[src/core/mba_pkg.sv]
// How it works
// - Interrupt sources stay inhibited during the election and during the wake sequence, not in the idle state between them.
// - Secondaries race for semaphore, bump processor counter, then halt.
// - Controller enabled by setting bit 8 of spurious vector register; reads 0 after reset.
// - Error vector entry gets 8-bit handler vector in low byte, others kept.
// - Bootstrap writes broadcast-init command, then waits about 10 ms.
// - Bootstrap writes broadcast-startup with page vector twice, each followed by 200 us.
// - Counter set to 1, 100 ms timer; unchanged counter means no secondaries.
// - Lock semaphore set to free value zero before starting secondaries.
// - Identifier taken from top byte of identifier register by masking.
// - Secondary startup code sits in a 4 KB page below 1 MB; vector is page number.
package mba_pkg;
   localparam logic [31:0] MBA_ADDR_ID = 32'hFEE00020;
   localparam logic [31:0] MBA_ADDR_SVR = 32'hFEE000F0;
   localparam logic [31:0] MBA_ADDR_CMD = 32'hFEE00300;
   localparam logic [31:0] MBA_ADDR_ERR = 32'hFEE00370;
   localparam logic [31:0] MBA_ENABLE_BIT = 32'h00000100;
   localparam logic [31:0] MBA_ID_MASK = 32'hFF000000;
   localparam logic [31:0] MBA_LOW_BYTE_MASK = 32'hFFFFFF00;
   localparam logic [31:0] MBA_CMD_INIT = 32'h000C4500;
   localparam logic [31:0] MBA_CMD_START = 32'h000C4600;
   localparam logic [31:0] MBA_COUNT_START = 32'h00000001;
   localparam logic [31:0] MBA_LOCK_FREE = 32'h00000000;
   localparam int MBA_ID_LSB = 24;
   localparam int MBA_CLK_HZ = 10000000;
   localparam int MBA_INIT_WAIT_US = 10000;
   localparam int MBA_START_WAIT_US = 200;
   localparam int MBA_COUNT_WAIT_US = 100000;
   // Cycles at the bus clock; longest-time rounding down is exact here
   localparam int MBA_INIT_WAIT_CYC = MBA_INIT_WAIT_US * (MBA_CLK_HZ / 1000000);
   localparam int MBA_START_WAIT_CYC = MBA_START_WAIT_US * (MBA_CLK_HZ / 1000000);
   localparam int MBA_COUNT_WAIT_CYC = MBA_COUNT_WAIT_US * (MBA_CLK_HZ / 1000000);
   localparam int MBA_TMR_W = 20;
   localparam int MBA_QUIET_CYC = 8;

   typedef enum logic [3:0] {
      MBA_IDLE = 4'h0,
      MBA_RD_ID = 4'h1,
      MBA_RD_SVR = 4'h2,
      MBA_WR_SVR = 4'h3,
      MBA_RD_ERR = 4'h4,
      MBA_WR_ERR = 4'h5,
      MBA_WR_LOCK = 4'h6,
      MBA_WR_COUNT = 4'h7,
      MBA_WR_INIT = 4'h8,
      MBA_WAIT_INIT = 4'h9,
      MBA_WR_START = 4'hA,
      MBA_WAIT_START = 4'hB,
      MBA_WAIT_COUNT = 4'hC,
      MBA_RD_COUNT = 4'hD,
      MBA_DONE = 4'hE
   } mba_state_t;

   typedef enum logic [1:0] {
      MBA_EL_SELFTEST = 2'h0,
      MBA_EL_WATCH = 2'h1,
      MBA_EL_DONE = 2'h2
   } mba_elect_t;

   // Startup address: vector in bits 19:12, all else zero
   function automatic logic [31:0] mba_start_addr(input logic [7:0] vec);
      mba_start_addr = {12'h000, vec, 12'h000};
   endfunction : mba_start_addr

   // Replace the low byte, keep the rest
   function automatic logic [31:0] mba_set_low(input logic [31:0] word, input logic [7:0] vec);
      mba_set_low = (word & MBA_LOW_BYTE_MASK) | {24'h000000, vec};
   endfunction : mba_set_low
endpackage : mba_pkg

[src/core/mba_boot_ctrl.sv]
`timescale 1ns/1ps
`default_nettype none
module mba_boot_ctrl
   import mba_pkg::*;
#(
   parameter int INIT_WAIT = MBA_INIT_WAIT_CYC,
   parameter int START_WAIT = MBA_START_WAIT_CYC,
   parameter int COUNT_WAIT = MBA_COUNT_WAIT_CYC
) (
   // Clock and reset
   input wire logic CLK,
   input wire logic RST_N,
   input wire logic CE,
   // User orders
   input wire logic START,
   input wire logic [7:0] START_VECTOR,
   input wire logic [7:0] ERROR_VECTOR,
   input wire logic OLDER_VARIANT,
   // Observation of the cores (asynchronous pins)
   input wire logic SELFTEST_DONE,
   input wire logic BUS_NOT_READY_LINE,
   input wire logic FINAL_BOOT_SEEN,
   // Register access to the bootstrap core
   output logic REG_REQ,
   output logic REG_WE,
   output logic [31:0] REG_ADDR,
   output logic [31:0] REG_WDATA,
   input wire logic REG_ACK,
   input wire logic [31:0] REG_RDATA,
   // Shared memory variables
   input wire logic [31:0] COUNT_VALUE,
   output logic COUNT_WE,
   output logic LOCK_WE,
   output logic [31:0] SHARED_WDATA,
   // Status
   output logic IRQ_INHIBIT,
   output logic BUSY,
   output logic DONE,
   output logic NO_SECONDARY,
   output logic [7:0] SAVED_BOOT_IDENTIFIER,
   output logic [31:0] START_ADDR
);
   logic rst_s1, rst_s2, rst_n;
   logic st_s1, st_s2, bnr_s1, bnr_s2, fb_s1, fb_s2;
   mba_state_t state;
   logic started;
   logic start_round;
   logic [31:0] hold;
   logic tmr_load;
   logic [MBA_TMR_W-1:0] tmr_count;
   logic tmr_exp;
   logic elected;

   // ****************
   // Reset and pin synchronisers
   // ****************
   always_ff @(posedge CLK or negedge RST_N) begin
      if (!RST_N) begin
         rst_s1 <= 1'b0;
         rst_s2 <= 1'b0;
      end else begin
         rst_s1 <= 1'b1;
         rst_s2 <= rst_s1;
      end
   end
   assign rst_n = rst_s2;

   always_ff @(posedge CLK or negedge rst_n) begin
      if (!rst_n) begin
         st_s1 <= 1'b0;
         st_s2 <= 1'b0;
         bnr_s1 <= 1'b0;
         bnr_s2 <= 1'b0;
         fb_s1 <= 1'b0;
         fb_s2 <= 1'b0;
      end else if (CE) begin
         st_s1 <= SELFTEST_DONE;
         st_s2 <= st_s1;
         bnr_s1 <= BUS_NOT_READY_LINE;
         bnr_s2 <= bnr_s1;
         fb_s1 <= FINAL_BOOT_SEEN;
         fb_s2 <= fb_s1;
      end
   end

   // ****************
   // Election watch
   // ****************
   // election runs once after reset only
   mba_elect u_elect (
      .clk(CLK),
      .rst_n(rst_n),
      .ce(CE),
      .selftest_done(st_s2),
      .bus_not_ready_line(bnr_s2),
      .older_variant(OLDER_VARIANT),
      .final_boot_seen(fb_s2),
      .elected(elected),
      .bus_quiet()
   );

   // ****************
   // Delay timer
   // ****************
   mba_timer #(.W(MBA_TMR_W)) u_timer (
      .clk(CLK),
      .rst_n(rst_n),
      .ce(CE),
      .load(tmr_load),
      .count(tmr_count),
      .expired(tmr_exp)
   );

   always_comb begin
      tmr_load = 1'b0;
      tmr_count = '0;
      if (state == MBA_WR_INIT && REG_ACK) begin
         tmr_load = 1'b1;
         tmr_count = MBA_TMR_W'(INIT_WAIT - 1);
      end else if (state == MBA_WR_START && REG_ACK) begin
         tmr_load = 1'b1;
         tmr_count = MBA_TMR_W'(START_WAIT - 1);
      end else if (state == MBA_WAIT_START && tmr_exp && started) begin
         tmr_load = 1'b1;
         tmr_count = MBA_TMR_W'(COUNT_WAIT - 1);
      end
   end

   // ****************
   // Wake sequence
   // ****************
   always_ff @(posedge CLK or negedge rst_n) begin
      if (!rst_n) begin
         state <= MBA_IDLE;
         started <= 1'b0;
         hold <= '0;
         SAVED_BOOT_IDENTIFIER <= 8'h00;
         NO_SECONDARY <= 1'b0;
         DONE <= 1'b0;
      end else if (CE) begin
         case (state)
            MBA_IDLE: begin
               if (START && elected) begin
                  DONE <= 1'b0;
                  NO_SECONDARY <= 1'b0;
                  started <= 1'b0;
                  state <= MBA_RD_ID;
               end
            end
            MBA_RD_ID: begin
               if (REG_ACK) begin
                  SAVED_BOOT_IDENTIFIER <= 8'((REG_RDATA & MBA_ID_MASK) >> MBA_ID_LSB);
                  state <= MBA_RD_SVR;
               end
            end
            MBA_RD_SVR: begin
               if (REG_ACK) begin
                  hold <= REG_RDATA;
                  state <= MBA_WR_SVR;
               end
            end
            MBA_WR_SVR: if (REG_ACK) state <= MBA_RD_ERR;
            MBA_RD_ERR: begin
               if (REG_ACK) begin
                  hold <= REG_RDATA;
                  state <= MBA_WR_ERR;
               end
            end
            MBA_WR_ERR: if (REG_ACK) state <= MBA_WR_LOCK;
            MBA_WR_LOCK: state <= MBA_WR_COUNT;
            MBA_WR_COUNT: state <= MBA_WR_INIT;
            MBA_WR_INIT: if (REG_ACK) state <= MBA_WAIT_INIT;
            MBA_WAIT_INIT: if (tmr_exp) state <= MBA_WR_START;
            MBA_WR_START: if (REG_ACK) state <= MBA_WAIT_START;
            MBA_WAIT_START: begin
               if (tmr_exp) begin
                  if (started) begin
                     state <= MBA_WAIT_COUNT;
                  end else begin
                     started <= 1'b1;
                     state <= MBA_WR_START;
                  end
               end
            end
            MBA_WAIT_COUNT: if (tmr_exp) state <= MBA_RD_COUNT;
            MBA_RD_COUNT: begin
               NO_SECONDARY <= (COUNT_VALUE == MBA_COUNT_START);
               DONE <= 1'b1;
               state <= MBA_DONE;
            end
            MBA_DONE: state <= MBA_DONE;
            default: state <= MBA_IDLE;
         endcase
      end
   end

   assign start_round = started;

   // ****************
   // Register and memory drive
   // ****************
   always_comb begin
      REG_REQ = 1'b0;
      REG_WE = 1'b0;
      REG_ADDR = '0;
      REG_WDATA = '0;
      case (state)
         MBA_RD_ID: begin
            REG_REQ = 1'b1;
            REG_ADDR = MBA_ADDR_ID;
         end
         MBA_RD_SVR: begin
            REG_REQ = 1'b1;
            REG_ADDR = MBA_ADDR_SVR;
         end
         MBA_WR_SVR: begin
            REG_REQ = 1'b1;
            REG_WE = 1'b1;
            REG_ADDR = MBA_ADDR_SVR;
            REG_WDATA = hold | MBA_ENABLE_BIT;
         end
         MBA_RD_ERR: begin
            REG_REQ = 1'b1;
            REG_ADDR = MBA_ADDR_ERR;
         end
         MBA_WR_ERR: begin
            REG_REQ = 1'b1;
            REG_WE = 1'b1;
            REG_ADDR = MBA_ADDR_ERR;
            REG_WDATA = mba_set_low(hold, ERROR_VECTOR);
         end
         MBA_WR_INIT: begin
            REG_REQ = 1'b1;
            REG_WE = 1'b1;
            REG_ADDR = MBA_ADDR_CMD;
            REG_WDATA = MBA_CMD_INIT;
         end
         MBA_WR_START: begin
            REG_REQ = 1'b1;
            REG_WE = 1'b1;
            REG_ADDR = MBA_ADDR_CMD;
            REG_WDATA = mba_set_low(MBA_CMD_START, START_VECTOR);
         end
         default: begin
            REG_REQ = 1'b0;
         end
      endcase
   end

   assign LOCK_WE = (state == MBA_WR_LOCK) && CE;
   assign COUNT_WE = (state == MBA_WR_COUNT) && CE;
   assign SHARED_WDATA = (state == MBA_WR_COUNT) ? MBA_COUNT_START : MBA_LOCK_FREE;
   // interrupts held off during election and during wake, not in idle between
   assign IRQ_INHIBIT = !elected || (state != MBA_IDLE && state != MBA_DONE) || (start_round && !DONE);
   assign BUSY = (state != MBA_IDLE) && (state != MBA_DONE);
   // page vector to address bits 19:12
   assign START_ADDR = mba_start_addr(START_VECTOR);
endmodule : mba_boot_ctrl
`default_nettype wire

[src/core/mba_elect.sv]
`timescale 1ns/1ps
`default_nettype none
module mba_elect
   import mba_pkg::*;
(
   input wire logic clk,
   input wire logic rst_n,
   input wire logic ce,
   // Synchronised observation of the cores
   input wire logic selftest_done,
   input wire logic bus_not_ready_line,
   input wire logic older_variant,
   input wire logic final_boot_seen,
   // Result
   output logic elected,
   output logic bus_quiet
);
   mba_elect_t state;
   logic last_bnr;
   logic [3:0] quiet_cnt;

   // wait self test, watch toggling, older variant ends on final broadcast
   always_ff @(posedge clk or negedge rst_n) begin
      if (!rst_n) begin
         state <= MBA_EL_SELFTEST;
         last_bnr <= 1'b0;
         quiet_cnt <= 4'h0;
      end else if (ce) begin
         last_bnr <= bus_not_ready_line;
         case (state)
            MBA_EL_SELFTEST: begin
               if (selftest_done) begin
                  state <= MBA_EL_WATCH;
               end
            end
            MBA_EL_WATCH: begin
               if (bus_not_ready_line != last_bnr) begin
                  quiet_cnt <= 4'h0;
               end else if (quiet_cnt != 4'(MBA_QUIET_CYC)) begin
                  quiet_cnt <= quiet_cnt + 4'h1;
               end
               if (older_variant ? final_boot_seen : (quiet_cnt == 4'(MBA_QUIET_CYC))) begin
                  state <= MBA_EL_DONE;
               end
            end
            default: state <= MBA_EL_DONE;
         endcase
      end
   end

   assign elected = (state == MBA_EL_DONE);
   assign bus_quiet = (state == MBA_EL_WATCH) && (quiet_cnt == 4'(MBA_QUIET_CYC));
endmodule : mba_elect
`default_nettype wire

[src/core/mba_timer.sv]
`timescale 1ns/1ps
`default_nettype none
module mba_timer
   import mba_pkg::*;
#(
   parameter int W = MBA_TMR_W
) (
   input wire logic clk,
   input wire logic rst_n,
   input wire logic ce,
   input wire logic load,
   input wire logic [W-1:0] count,
   output logic expired
);
   logic [W-1:0] remain;
   logic running;

   always_ff @(posedge clk or negedge rst_n) begin
      if (!rst_n) begin
         remain <= '0;
         running <= 1'b0;
      end else if (ce) begin
         if (load) begin
            remain <= count;
            running <= 1'b1;
         end else if (running && remain != '0) begin
            remain <= remain - 1'b1;
         end else begin
            running <= 1'b0;
         end
      end
   end

   // Expiry must not look at load: the caller derives load from expiry
   assign expired = running && (remain == '0);
endmodule : mba_timer
`default_nettype wire

[config.mk]
export PLATFORM = sky130hd
export DESIGN_NAME = mba_boot_ctrl
export DESIGN_NICKNAME = d
export VERILOG_FILES = /design/src/core/mba_pkg.sv /design/src/core/mba_boot_ctrl.sv /design/src/core/mba_elect.sv /design/src/core/mba_timer.sv
export SDC_FILE = /design/constraint.sdc
export NUM_CORES = 1
export LEC_CHECK = 0
export BUFFER_PORTS_ARGS = -buffer_cell sky130_fd_sc_hd__buf_4
export CORE_ASPECT_RATIO = 0.8
export CORE_UTILIZATION = 43
export DETAILED_ROUTE_END_ITERATION = 10
export MAX_ROUTING_LAYER = met4
export PLACE_DENSITY = 0.73
export SYNTH_ARGS = -nofsm -noshare
export SYNTH_HDL_FRONTEND = slang
export SYNTH_SLANG_ARGS = --single-unit
[constraint.sdc]
create_clock -name CLK -period 2.5 [get_ports CLK]
set_input_delay 0.5 -clock CLK [delete_from_list [all_inputs] [get_ports CLK]]
set_output_delay 0.5 -clock CLK [all_outputs]
set_load 0.02 [all_outputs]
==> flow_summary.yaml <==
outcome:
  status: "finished clean"
synthesis:
  synth.cell_area_mm2: 0.00506
  synthTopCellsByCount: "buf_4 (91), dfrtp_1 (83), mux2_2 (45)"
  synth.area.mux_share: 0.111
  yosys.area_share.adder: 0.00742
  synth-main-ff-cell: "dfrtp_1"
  synth_top_family_by_area: "simple AND/OR/NAND/NOR gates"
  yosys.area_share.simple: 0.172
  yosysTopAreaCell: "dfrtp_1"
  ys_types: 60
  synth_area_per_cell_um2: 9.69
  synth.area.top_cells: "dfrtp_1 (41%), buf_4 (14%), mux2_2 (10%)"
  synth-edff-count: 0
  ys_async_sr_fraction: 1.00
  synth_seq_area_share: 0.411
  ys_ff_latch: 83
  syn_inst: 522
  synth.most_common_cell: "buf_4"
  yosysWarnings: 0
  synth-compound-area-share: 0.120
  synth-xor-area-share: 0.0121
  yosysTopAreaCellShare: 0.411
power_and_ir_drop:
  p_sw_mw: 2.98
  power_per_cell_area_mw_per_mm2: 1100
  switching_share: 0.413
  power_frac_seq: 0.322
  finalPower_mw: 7.22
  internal_power_mw: 4.24
  p_clk_frac: 0.174
  max-vdd-ir-drop_mv: 0.680
  p_comb_frac: 0.504
  total_leakage_power_nw: 3.18
sta:
  fin_crit_sh: 0.975
  rsz0062_at_grt: "yes"
  layout_min_cycle_time_ps: 2440
  drv_slew: 0
  tightest_slew_ps: 630
  hold_viol: 0
  setup_viol: 0
  finClkSkew_ps: 6.66
  relSlewSlack: 0.580
  setup_ws_ps: 63.2
  fmax_mhz: 410
cells_and_area:
  diodes: 0
  nets: 777
  drive_above_1_share: 0.406
  area_growth_pct: 29.8
  layout.filler_cells: 986
global_route:
  grt-ovfl-total: 0
  grt_start_max_net_pins: 49
  grt_pass1_wl_mm: 19.5
  track_usage: 0.214
  grt_pass1_vias: 3945
  antenna_found_initial: 0
critical_path:
  critPathKind: "register to output pin"
  worstPathArrival_ps: 1940
  crit_path_cell_trace: "buf_4, or3_1, a21oi_2, o2111ai_1, buf_4"
  crit_path_frequent_cell: "buf_4"
  startpoint_type: "register"
  cp_max_fo: 12
  slowest_delay_ps: 480
  cp_data_required_time_ps: 2000
  end_kind: "output pin"
  crit_slowest_cell: "dfrtp_2"
routing:
  drtAntennaViolNets: 0
  drt_wl_total_mm: 12.3
  vias: 4204
  vias_per_cell: 5.02
  dr.first_iter.drc_count: 210
  routedWlPerCell_um: 14.7
  drtPass1Iterations: 5
  drc: 0
clocking:
  clk_latency_ps: 340
  htree_levels: 3
  clock_sinks: 83
  cts_buffer_depth: 2
  clkTransAtPathRegs_ps: 60
  cts_root_buf: "clkbuf_16"
  cts_tree: "yes"
  numCtsBuffers: 9
die:
  num_io_pins: 233
  die_area_mm2: 0.0122
  initial_core_util: 0.441
  die_w_um: 123
  die_h_um: 99
  rows: 35
  coreArea_mm2: 0.0115
placement:
  hpwl_mm: 9.31
  gp_congestion: 0.894
  place_ws_ps: 7.67
  io_buffers: 161
hold_path:
  hold_path.class: "register to asynchronous set/reset pin"
flow_run:
  drv_cap: 0
[power groups by stage]
stage	Clock, mW	Combinational [mW]	Sequential [mW]
after CTS	1.28	3.53	2.31
after global routing	1.34	3.94	2.40
after global placement	0	3.41	2.29
after detailed placement	0	3.48	2.32
final	1.26	3.64	2.33
after floorplan	0	2.42	2.26
[repair_timing]
action                                 in CTS  in global routing
gates cloned                                0                  0
pin swaps                                   2                  6
hold buffers                                1                  0
buffers inserted                            2                  4
gates resized for setup                     5                 14
endpoints found under the hold margin       2                  0
setup endpoints to repair                  24                 52
[area by class of cell]
class / instances / area (um2) / area share
repair buffers: 193 / 1500 / 0.228
inverters: 18 / 67.6 / 0.0103
multi-input cells: 380 / 2450 / 0.373
flip-flops and latches: 83 / 2080 / 0.317
clock buffers: 11 / 243 / 0.0370
well taps: 148 / 185 / 0.0282
clock inverters: 5 / 37.5 / 0.00572
[per-stage QoR]
stage | hold slack, ps | util | setup TNS, ps | area, um2 | instances
floorplan | 204 | - | 0 | 5320 | 592
global placement | 283 | 0.538 | 0 | 6180 | 815
detailed placement | 285 | 0.538 | 0 | 6180 | 815
CTS | 360 | 0.566 | 0 | 6500 | 834
global route | 361 | 0.572 | -14.6 | 6570 | 838
finish | 356 | 0.572 | 0 | 6570 | 838
[sequential cells by signal (all words and copies together) (netlist names), 2 cells and up]
register and count:
state 4, SAVED_BOOT_IDENTIFIER 8, u_timer.remain 20, hold 32
u_elect.quiet_cnt 4, u_elect.state 2
[worst paths after layout]
check,startpoint,endpoint,slack [ps],cells after the start
min in group CLK,rst_s1,rst_n,360,0
worst max register to register,u_timer.remain[1],u_timer.remain[16],90,9
worst max-delay path,state[2],IRQ_INHIBIT,60,5
max in group asynchronous,rst_n,u_timer.remain[5],1520,1
worst min-delay path,rst_n,fb_s1,360,0
worst min register to register,rst_n,fb_s1,360,0
[kinds of logic after synthesis]
group | count (synthesis)
buf+inv | 129
fa+ha+maj | 3
other cells | 2
simple gates | 161
flops | 83
mux | 50
xor+xnor | 7
compound gates | 87
[layout by cell type (no fill, tap or decap), types with 4 or more instances in the layout]
cell type and count:
buf_4 187, dfrtp_1 79, conb_1 72, mux2_2 45, nand2_1 42, and2_1 24, nor2_1 23, o21ai_0 17
a21oi_1 17, inv_1 15, nor3_1 12, nor4_1 12, nand3_1 11, clkbuf_16 9, a222oi_1 8, xor2_1 6
a31oi_1 5, o22a_1 5, or4_1 4, a21o_1 4, nand4_1 4, mux2_1 4
[worst max-delay path, delay by kind of cell (launching register included)]
family	cells	cell delay (ps)
AO/OA/AOI/OAI	2	350
AND/OR/NAND/NOR	1	370
flip-flops	1	480
buffers and inverters	2	390
[routing by layer]
metal	wire [um]	global-route usage
met1	5540	0.280
met3	793	0.0637
met2	5870	0.322
met5	0	-
met4	109	0.0556
Note: power is estimated with default switching activity, not from simulation.
